--- src/common/dcss_pkg.sv ---
// Purpose: constants and types for the dual channel start-up sequencer
// Assumes: 20 MHz ref_clk, analog comparisons arrive as digital levels
// Notes:   times in ns, cycle counts derived from the clock period
package dcss_pkg;

  localparam int unsigned CLK_PERIOD_NS   = 50;
  // fast comparator response, 1 us
  localparam int unsigned FAST_TRIP_NS    = 1000;
  localparam int unsigned FAST_TRIP_CYC   =
    (FAST_TRIP_NS + CLK_PERIOD_NS - 1) / CLK_PERIOD_NS;
  // slow comparator default response, 15 us
  localparam int unsigned SLOW_TRIP_NS    = 15000;
  localparam int unsigned SLOW_TRIP_CYC   =
    (SLOW_TRIP_NS + CLK_PERIOD_NS - 1) / CLK_PERIOD_NS;
  // enable held low to clear the fault latch, 15 us
  localparam int unsigned FLT_CLR_NS      = 15000;
  localparam int unsigned FLT_CLR_CYC     =
    (FLT_CLR_NS + CLK_PERIOD_NS - 1) / CLK_PERIOD_NS;
  localparam int unsigned CNT_W           = 10;

  // foldback limit: 9 mV at 0 V, 25 mV at 0.5 V and above
  localparam logic [7:0]  ACL_MIN_MV      = 8'h09;
  localparam logic [7:0]  ACL_MAX_MV      = 8'h19;
  localparam logic [9:0]  FB_SAT_MV       = 10'h1F4;

  // gate drive current code: 9.5 uA in 0.5 uA steps
  localparam logic [4:0]  GATE_FULL_CODE  = 5'h13;
  localparam logic [4:0]  GATE_ZERO_CODE  = 5'h00;

  typedef enum logic [1:0] {
    DCSS_TMR_OFF,
    DCSS_TMR_PULL_DOWN,
    DCSS_TMR_UP_SMALL,
    DCSS_TMR_UP_LARGE
  } dcss_tmr_t;

  typedef enum logic [2:0] {
    DCSS_RESET,
    DCSS_CHECK,
    DCSS_INITIAL,
    DCSS_INIT_DISCH,
    DCSS_STARTUP,
    DCSS_RUN,
    DCSS_FAULT
  } dcss_state_t;

endpackage

--- src/core/dcss_sync.sv ---
// Purpose: two flip-flop synchroniser for a bundle of comparator levels
// Assumes: inputs asynchronous to ref_clk
// Notes:   first stage feeds only the second stage
`timescale 1ns/10ps
`default_nettype none
module dcss_sync
  import dcss_pkg::*;
#(
  parameter int unsigned WIDTH = 8
)
(
  input  wire logic             ref_clk,
  input  wire logic             srst,
  input  wire logic [WIDTH-1:0] async_in,
  output var  logic [WIDTH-1:0] sync_out
);

  logic [WIDTH-1:0] meta_r;

  always_ff @(posedge ref_clk)
  begin
    if (srst)
    begin
      meta_r   <= '0;
      sync_out <= '0;
    end
    else
    begin
      meta_r   <= async_in;
      sync_out <= meta_r;
    end
  end

endmodule
`default_nettype wire

--- src/core/dcss_top.sv ---
// Purpose: start-up sequencer for a two-channel live-insertion switch
// Assumes: analog comparator results arrive as asynchronous levels
// Notes:   gate drive is a current code, foldback limit a mV value
//
// Summary of operation
// RL1: primary enable low holds reset, gates and timing node pulled low; the code keeps a latched fault instead of reset.
// RL2: initial cycle needs supplies ok, an enable high, gates and timer low.
// RL3: initial cycle charges timing node with the small 1.9 uA pull-up.
// RL4: timing node at high threshold is discharged, ending initial cycle.
// RL5: start-up only if filter below 1.24 V and fault line high.
// RL6: start-up charges timing node with 20 uA from low to high threshold.
// RL7: start-up arms breaker and enables 9.5 uA gate source per channel.
// RL8: limit folds back: 9 mV at 0 V feedback, 25 mV from 0.5 V.
// RL9: inrush above limit cuts gate current; full current back when it falls.
// RL10: end of start-up disengages servo and arms slow comparator.
// RL11: fast comparators armed after initial cycle; 100 mV over 1 us trips.
// RL12: trip latches fault, grounds gates; enable low 15 us clears it.
// RL13: armed slow comparator trips after 25 mV for over 15 us or filter.
// RL14: comparator levels are synchronised; states advance on clock edges.
`timescale 1ns/10ps
`default_nettype none
module dcss_top
  import dcss_pkg::*;
#(
  parameter int unsigned FAST_CYC  = FAST_TRIP_CYC,
  parameter int unsigned SLOW_CYC  = SLOW_TRIP_CYC,
  parameter int unsigned CLR_CYC   = FLT_CLR_CYC
)
(
  input  wire logic       ref_clk,
  input  wire logic       srst,
  input  wire logic       primary_channel_enable,
  input  wire logic       secondary_enable_high,
  input  wire logic       enable_above_reset,
  input  wire logic [1:0] supply_above_undervoltage_lockout,
  input  wire logic [1:0] gate_below_low,
  input  wire logic       timer_below_low,
  input  wire logic       timer_at_high,
  input  wire logic       filter_below_trip,
  input  wire logic       fault_line_high,
  input  wire logic       slow_filter_tripped,
  input  wire logic [1:0] sense_above_fast,
  input  wire logic [1:0] sense_above_slow,
  input  wire logic [1:0] inrush_above_limit,
  input  wire logic [9:0] output_feedback_ch0_mv,
  input  wire logic [9:0] output_feedback_ch1_mv,
  output var  logic [1:0] timer_drive_sel,
  output var  logic [4:0] gate_current_ch0,
  output var  logic [4:0] gate_current_ch1,
  output var  logic [7:0] active_limit_threshold_ch0,
  output var  logic [7:0] active_limit_threshold_ch1,
  output var  logic       breaker_armed,
  output var  logic [1:0] fast_armed,
  output var  logic [1:0] slow_armed,
  output var  logic       fault_pull_low,
  output var  logic       in_reset
);

  ////////////////////////////////////////////////////////////////////////////
  // synchronised comparator levels

  localparam int unsigned SW = 17;

  logic [SW-1:0] raw_w;
  logic [SW-1:0] syn_w;

  assign raw_w = {primary_channel_enable, secondary_enable_high,
                  enable_above_reset, supply_above_undervoltage_lockout, gate_below_low,
                  timer_below_low, timer_at_high, filter_below_trip,
                  fault_line_high, slow_filter_tripped, sense_above_fast,
                  sense_above_slow[0], inrush_above_limit[0],
                  sense_above_slow[1]};

  dcss_sync #(
    .WIDTH    (SW)
  ) dcss_sync_i (
    .ref_clk  (ref_clk),
    .srst     (srst),
    .async_in (raw_w),
    .sync_out (syn_w)
  ); // RL14

  logic       en1_s;
  logic       en2_s;
  logic       en_rst_s;
  logic [1:0] undervoltage_lockout_s;
  logic [1:0] gate_lo_s;
  logic       tmr_lo_s;
  logic       tmr_hi_s;
  logic       filt_lo_s;
  logic       fault_hi_s;
  logic       filt_trip_s;
  logic [1:0] fast_s;
  logic [1:0] slow_s;
  logic       inr0_s;

  assign {en1_s, en2_s, en_rst_s, undervoltage_lockout_s, gate_lo_s, tmr_lo_s, tmr_hi_s,
          filt_lo_s, fault_hi_s, filt_trip_s, fast_s, slow_s[0], inr0_s,
          slow_s[1]} = syn_w;

  // second channel inrush flag synchronised on its own
  logic inr1_m_r;
  logic inr1_s;

  always_ff @(posedge ref_clk)
  begin
    if (srst)
    begin
      inr1_m_r <= 1'b0;
      inr1_s   <= 1'b0;
    end
    else
    begin
      inr1_m_r <= inrush_above_limit[1];
      inr1_s   <= inr1_m_r;
    end
  end

  ////////////////////////////////////////////////////////////////////////////
  // foldback limit

  function automatic logic [7:0] fold_limit(input logic [9:0] fb_mv);
    logic [13:0] scaled;
    scaled = 14'h0000;
    if (fb_mv >= FB_SAT_MV)
      fold_limit = ACL_MAX_MV;
    else
    begin
      // 16 mV over 500 mV of feedback
      scaled = 14'(fb_mv) * 14'h0010 / 14'(FB_SAT_MV);
      fold_limit = ACL_MIN_MV + 8'(scaled);
    end
  endfunction

  logic [7:0] acl0_w;
  logic [7:0] acl1_w;

  assign acl0_w = fold_limit(output_feedback_ch0_mv); // RL8
  assign acl1_w = fold_limit(output_feedback_ch1_mv); // RL8

  ////////////////////////////////////////////////////////////////////////////
  // sequencer

  dcss_state_t        state_r;
  dcss_state_t        state_nxt;
  logic [CNT_W-1:0]   clr_cnt_r;
  logic [CNT_W-1:0]   fast_cnt0_r;
  logic [CNT_W-1:0]   fast_cnt1_r;
  logic [CNT_W-1:0]   slow_cnt0_r;
  logic [CNT_W-1:0]   slow_cnt1_r;

  logic eligible_w;
  logic may_start_w;
  logic fast_trip_w;
  logic slow_trip_w;
  logic trip_w;
  logic clr_done_w;

  assign eligible_w  = &undervoltage_lockout_s && (en1_s || en2_s) && &gate_lo_s
                       && tmr_lo_s; // RL2
  assign may_start_w = filt_lo_s && fault_hi_s; // RL5
  assign fast_trip_w = (fast_cnt0_r >= CNT_W'(FAST_CYC))
                       || (fast_cnt1_r >= CNT_W'(FAST_CYC)); // RL11
  assign slow_trip_w = (slow_cnt0_r >= CNT_W'(SLOW_CYC))
                       || (slow_cnt1_r >= CNT_W'(SLOW_CYC))
                       || (filt_trip_s && |slow_armed); // RL13
  assign trip_w      = fast_trip_w || slow_trip_w;
  assign clr_done_w  = clr_cnt_r >= CNT_W'(CLR_CYC);

  always_comb
  begin
    state_nxt = state_r;
    case (state_r)
      DCSS_RESET:
        if (en1_s)
          state_nxt = DCSS_CHECK;
      DCSS_CHECK:
        if (eligible_w)
          state_nxt = DCSS_INITIAL; // RL3
      DCSS_INITIAL:
        if (tmr_hi_s)
          state_nxt = DCSS_INIT_DISCH; // RL4
      DCSS_INIT_DISCH:
        if (tmr_lo_s && may_start_w)
          state_nxt = DCSS_STARTUP; // RL5
      DCSS_STARTUP:
        if (trip_w)
          state_nxt = DCSS_FAULT;
        else if (tmr_hi_s)
          state_nxt = DCSS_RUN; // RL10
      DCSS_RUN:
        if (trip_w)
          state_nxt = DCSS_FAULT;
      DCSS_FAULT:
        if (clr_done_w)
          state_nxt = DCSS_RESET; // RL12
      default:
        state_nxt = DCSS_RESET;
    endcase
    if (!en1_s && state_r != DCSS_FAULT)
      state_nxt = DCSS_RESET; // RL1
    if (trip_w && state_r == DCSS_INIT_DISCH)
      state_nxt = DCSS_FAULT; // RL11
  end

  always_ff @(posedge ref_clk)
  begin
    if (srst)
      state_r <= DCSS_RESET;
    else
      state_r <= state_nxt;
  end

  // fault latch clear: enable held below reset level
  always_ff @(posedge ref_clk)
  begin
    if (srst || state_r != DCSS_FAULT || en_rst_s)
      clr_cnt_r <= '0;
    else if (!clr_done_w)
      clr_cnt_r <= clr_cnt_r + 1'b1; // RL12
  end

  ////////////////////////////////////////////////////////////////////////////
  // overcurrent filters

  logic fast_arm_w;

  assign fast_arm_w = (state_r == DCSS_INIT_DISCH && tmr_lo_s)
                      || (state_r == DCSS_STARTUP)
                      || (state_r == DCSS_RUN); // RL11

  always_ff @(posedge ref_clk)
  begin
    if (srst || !fast_arm_w || !fast_s[0])
      fast_cnt0_r <= '0;
    else if (!fast_trip_w)
      fast_cnt0_r <= fast_cnt0_r + 1'b1; // RL11
  end

  always_ff @(posedge ref_clk)
  begin
    if (srst || !fast_arm_w || !fast_s[1])
      fast_cnt1_r <= '0;
    else if (!fast_trip_w)
      fast_cnt1_r <= fast_cnt1_r + 1'b1; // RL11
  end

  always_ff @(posedge ref_clk)
  begin
    if (srst || !slow_armed[0] || !slow_s[0])
      slow_cnt0_r <= '0;
    else if (!slow_trip_w)
      slow_cnt0_r <= slow_cnt0_r + 1'b1; // RL13
  end

  always_ff @(posedge ref_clk)
  begin
    if (srst || !slow_armed[1] || !slow_s[1])
      slow_cnt1_r <= '0;
    else if (!slow_trip_w)
      slow_cnt1_r <= slow_cnt1_r + 1'b1; // RL13
  end

  ////////////////////////////////////////////////////////////////////////////
  // outputs

  logic [1:0] tmr_nxt;
  logic [4:0] g0_nxt;
  logic [4:0] g1_nxt;
  logic       st_w;

  assign st_w    = (state_nxt == DCSS_STARTUP) || (state_nxt == DCSS_RUN);
  assign tmr_nxt = (state_nxt == DCSS_INITIAL) ? 2'(DCSS_TMR_UP_SMALL) // RL3
                 : (state_nxt == DCSS_STARTUP) ? 2'(DCSS_TMR_UP_LARGE) // RL6
                 : (state_nxt == DCSS_CHECK)   ? 2'(DCSS_TMR_OFF)
                 : 2'(DCSS_TMR_PULL_DOWN); // RL1 RL4
  assign g0_nxt  = !st_w ? GATE_ZERO_CODE // RL1 RL12
                 : (state_nxt == DCSS_STARTUP && inr0_s) ? GATE_FULL_CODE
                   - 5'h0A : GATE_FULL_CODE; // RL7 RL9
  assign g1_nxt  = !st_w ? GATE_ZERO_CODE // RL1 RL12
                 : (state_nxt == DCSS_STARTUP && inr1_s) ? GATE_FULL_CODE
                   - 5'h0A : GATE_FULL_CODE; // RL7 RL9

  always_ff @(posedge ref_clk)
  begin
    if (srst)
    begin
      timer_drive_sel            <= 2'(DCSS_TMR_PULL_DOWN);
      gate_current_ch0           <= GATE_ZERO_CODE;
      gate_current_ch1           <= GATE_ZERO_CODE;
      active_limit_threshold_ch0 <= ACL_MIN_MV;
      active_limit_threshold_ch1 <= ACL_MIN_MV;
      breaker_armed              <= 1'b0;
      fast_armed                 <= 2'h0;
      slow_armed                 <= 2'h0;
      fault_pull_low             <= 1'b0;
      in_reset                   <= 1'b1;
    end
    else
    begin
      timer_drive_sel            <= tmr_nxt;
      gate_current_ch0           <= g0_nxt;
      gate_current_ch1           <= g1_nxt;
      active_limit_threshold_ch0 <= acl0_w;
      active_limit_threshold_ch1 <= acl1_w;
      breaker_armed              <= st_w; // RL7
      fast_armed                 <= {2{fast_arm_w && !trip_w}}; // RL11
      slow_armed                 <= {2{state_nxt == DCSS_RUN}}; // RL10
      fault_pull_low             <= state_nxt == DCSS_FAULT; // RL12
      in_reset                   <= state_nxt == DCSS_RESET; // RL1
    end
  end

endmodule
`default_nettype wire

--- config.mk ---
export PLATFORM = sky130hd
export DESIGN_NAME = dcss_top
export DESIGN_NICKNAME = d
export VERILOG_FILES = /design/src/common/dcss_pkg.sv /design/src/core/dcss_sync.sv /design/src/core/dcss_top.sv
export SDC_FILE = /design/constraint.sdc
export NUM_CORES = 1
export LEC_CHECK = 0
export ABC_AREA = 1
export BUFFER_PORTS_ARGS = -buffer_cell sky130_fd_sc_hd__buf_2
export CAP_MARGIN = 20
export CORE_ASPECT_RATIO = 1.4
export CORE_UTILIZATION = 50
export DETAILED_ROUTE_END_ITERATION = 12
export GPL_TIMING_DRIVEN = 0
export PLACE_DENSITY = 0.7
export SYNTH_ARGS = -nofsm -noshare
export SYNTH_HDL_FRONTEND = slang
export SYNTH_SLANG_ARGS = --single-unit
--- constraint.sdc ---
create_clock -name ref_clk -period 9.3 [get_ports ref_clk]
set_input_delay 2.325 -clock ref_clk [delete_from_list [all_inputs] [get_ports ref_clk]]
set_output_delay 2.325 -clock ref_clk [all_outputs]
set_load 0.005 [all_outputs]
==> metrics.txt <==
Yosys reg bits 115; most frequent cells in the layout inv_1 (170), nand2_1 (168), dfxtp_1 (115); fmax 175 MHz; P per Cell Area 178 mW/mm^2; Clock Sinks 115; setup repair bufs after CTS 0; Post-synth EDFFs 0; Final period util 61.5%; Peak VDD IR 0.0960 mV; FP Rows 47; Nets 1043; diode count 0; CP max FO 10; Layout area overhead 18.0%; Clock Skew 6.52 ps; vias per cell 4.79; setup tns final 0 ps; RSZ-0062 raised after global routing no; Min Hold Slack 399 ps; final setup fails 0; Synth area leaders dfxtp_1 (38%), inv_1 (10%), nand2_1 (10%), nor2_1 (6.4%), nand3_1 (4.7%); Critical Path End Type flip-flop; Pwr Total 0.00129 W; CTS tree built; Critical Path RT 9600 ps; die height 133 um; initial core utilization 51.5%; Switching Fraction 26.1%; Placeable Area 0.0119 mm^2; H-tree levels 4; Worst Hold Class flip-flop to flip-flop; I/O Buffers 69; Combinational Power Share 14.8%; CTS root buffer clkbuf_16; Post-Syn Instances 894; ys flop type dfxtp_1; # hold bufs at CTS 0; top sig layer met4; Int Pwr 0.000951 W; most common cell after layout, fill and taps aside inv_1; setup slack after layout 3580 ps; routed wire length 12200 um; detailed placement HPWL 9570 um; RePlAce Congestion 0.853; Clk network pwr share 45.5%; Die ar. 0.0127 mm^2; Psw 0.000336 W; vias 5502; Place WS 3120 ps; Unique masters post-synth 49; sequential share of power 39.6%; fraction of registers with async set/reset 0%; Crit Path Class primary input to flip-flop; Worst setup SP type primary input; # DRC 0; Clk Latency, worst-skew pair 410 ps; Final Max Tran Viols 0; Max-Slew Margin vs Limit 51.3%; Antenna Violating Nets Remaining 0; status finished, final reports clean; vias in the first global route 5071; total CTS buffers 17; metal3 WL 370 um; fillcell total 1161; CTS clk-pin slew, worst paths 50 ps; WP data arrival 6020 ps; first-pass GRT wire length 21000 um; initial antenna violation count 0; share of cells above drive strength 1 18.8%; GR Overflow Total 0; mapped cell area 0.00612 mm^2; post-synth top area cell dfxtp_1; max-cap check violation count 0; drt wl/cell 10.6 um; Hold Vio Cnt, Final 0; I/O Pins 75; post-synth top area share 37.6%; largest net degree at the start of global routing 17; CTS Buffer Depth 2; Resize count post-CTS 0; initial DRC count 176; register area share after synthesis 37.6%; Synth warnings 0; total iterations of the first detailed-routing run 6; syn_area_per_cell 6.84 um^2; Met2 Wirelength 6600 um; gr usage total 21.0%; Leak 3.52 nW; Die W 95.5 um; final critical-path required period 5720 ps; Worst-Margin Slew 725 ps; met1 wire length 4960 um
-- through the flow --
stage                     cells  util, %  instance area (um^2)
after detailed placement   1117     56.2                  6670
after CTS                  1148     60.8                  7220
after floorplan             901        -                  6140
after global placement     1117     56.2                  6670
final                      1148     60.8                  7220
after global routing       1148     60.8                  7220
-- cell type report --
cell class / instances / area (um^2) / area share, %
repair buffers: 69 / 345 / 4.79
plain buffers: 17 / 105 / 1.46
clock buffers: 20 / 457 / 6.33
multi-input cells: 576 / 3010 / 41.7
clock inverters: 11 / 87.6 / 1.21
well taps: 147 / 184 / 2.55
flip-flops and latches: 115 / 2300 / 31.9
inverters: 193 / 724 / 10.0
-- cells by family (layout without fill, tap and decap cells) --
group / count (synthesis) / after routing / synth area share (%)
adders and majority gates: 14 / 14 / 2.86
AOI/OAI and AO/OA: 116 / 116 / 11.9
other: 1 / 8 / 0.0613
xor gates and xnor gates: 9 / 9 / 1.29
DFF: 115 / 115 / 37.6
and+or+nand+nor: 429 / 429 / 32.7
buffers and inverters: 210 / 310 / 13.6
-- sequential cells by signal, summed over array words and instances, names as in the netlist --
signal / count
dcss_sync_i.meta_r: 17
dcss_sync_i.sync_out: 17
clr_cnt_r: 10
fast_cnt0_r: 10
fast_cnt1_r: 10
slow_cnt0_r: 10
slow_cnt1_r: 10
active_limit_threshold_ch0: 7
active_limit_threshold_ch1: 7
gate_current_ch0: 3
state_r: 3
gate_current_ch1: 2
timer_drive_sel: 2
breaker_armed: 1
fast_armed: 1
fault_pull_low: 1
in_reset: 1
inr1_m_r: 1
inr1_s: 1
slow_armed: 1
-- cells in the mapped netlist (all sizes together) (2+ instances only) --
cell	count
nand3	68
o31ai	2
a21oi	45
a221oi	3
a21boi	2
o21a	3
inv	192
o21bai	3
a31oi	4
buf	10
nor3	19
xor2	8
dfxtp	115
nand4	22
nand2	194
nor2	111
o2111ai	3
and3	2
clkbuf	7
o21ai	41
a21o	2
nor3b	7
a211oi	2
nor4	2
o211ai	2
ha	14
or2	2
-- power groups by stage --
stage               Clock (W)  Sequential [W]  Combinational (W)
detailed placement          0        0.000520           0.000190
global route         0.000624        0.000511           0.000219
finish               0.000586        0.000510           0.000191
floorplan                   0        0.000520           0.000145
CTS                  0.000596        0.000510           0.000192
global placement            0        0.000520           0.000189
-- metal layers --
metal  track usage [%]  vias to the layer above
met5                 0                        -
met4              8.21                        0
met3              5.29                       23
met2              39.4                       75
met1              21.5                     2419
li1                  -                     2985
-- worst max-delay path, stage by stage --
cell     delay (ps)
buf_2           120
nand2_1          90
nor2_4          140
nand3_2         160
nand2_1         160
inv_2            60
nand3_1          90
nand2_1          50
nand2_1         220
o21ai_4         160
o21ai_1         380
inv_2           120
nand2_2         110
buf_6           150
nand2_2          50
nand2_2          80
ha_1            200
nand3_1         140
o21ai_1         140
inv_1            50
nor2_1           90
nand2_1          90
and2_4          170
ha_1            210
a21oi_1         180
xnor2_1          80
o21ai_0         150
inv_1            60
-- path summary, 6_finish.rpt --
| kind | to | startpoint | slack (ps) | cells past startpoint |
|---|---|---|---|---|
| worst max register to register | gate_current_ch0[3] | slow_cnt1_r[6] | 6420 | 11 |
| worst min-delay path | dcss_sync_i.sync_out[12] | dcss_sync_i.meta_r[12] | 400 | 2 |
| worst max-delay path | active_limit_threshold_ch1[4] | output_feedback_ch1_mv[5] | 3580 | 28 |
| worst min register to register | dcss_sync_i.sync_out[12] | dcss_sync_i.meta_r[12] | 400 | 2 |
Note: power is estimated with default switching activity, not from simulation.
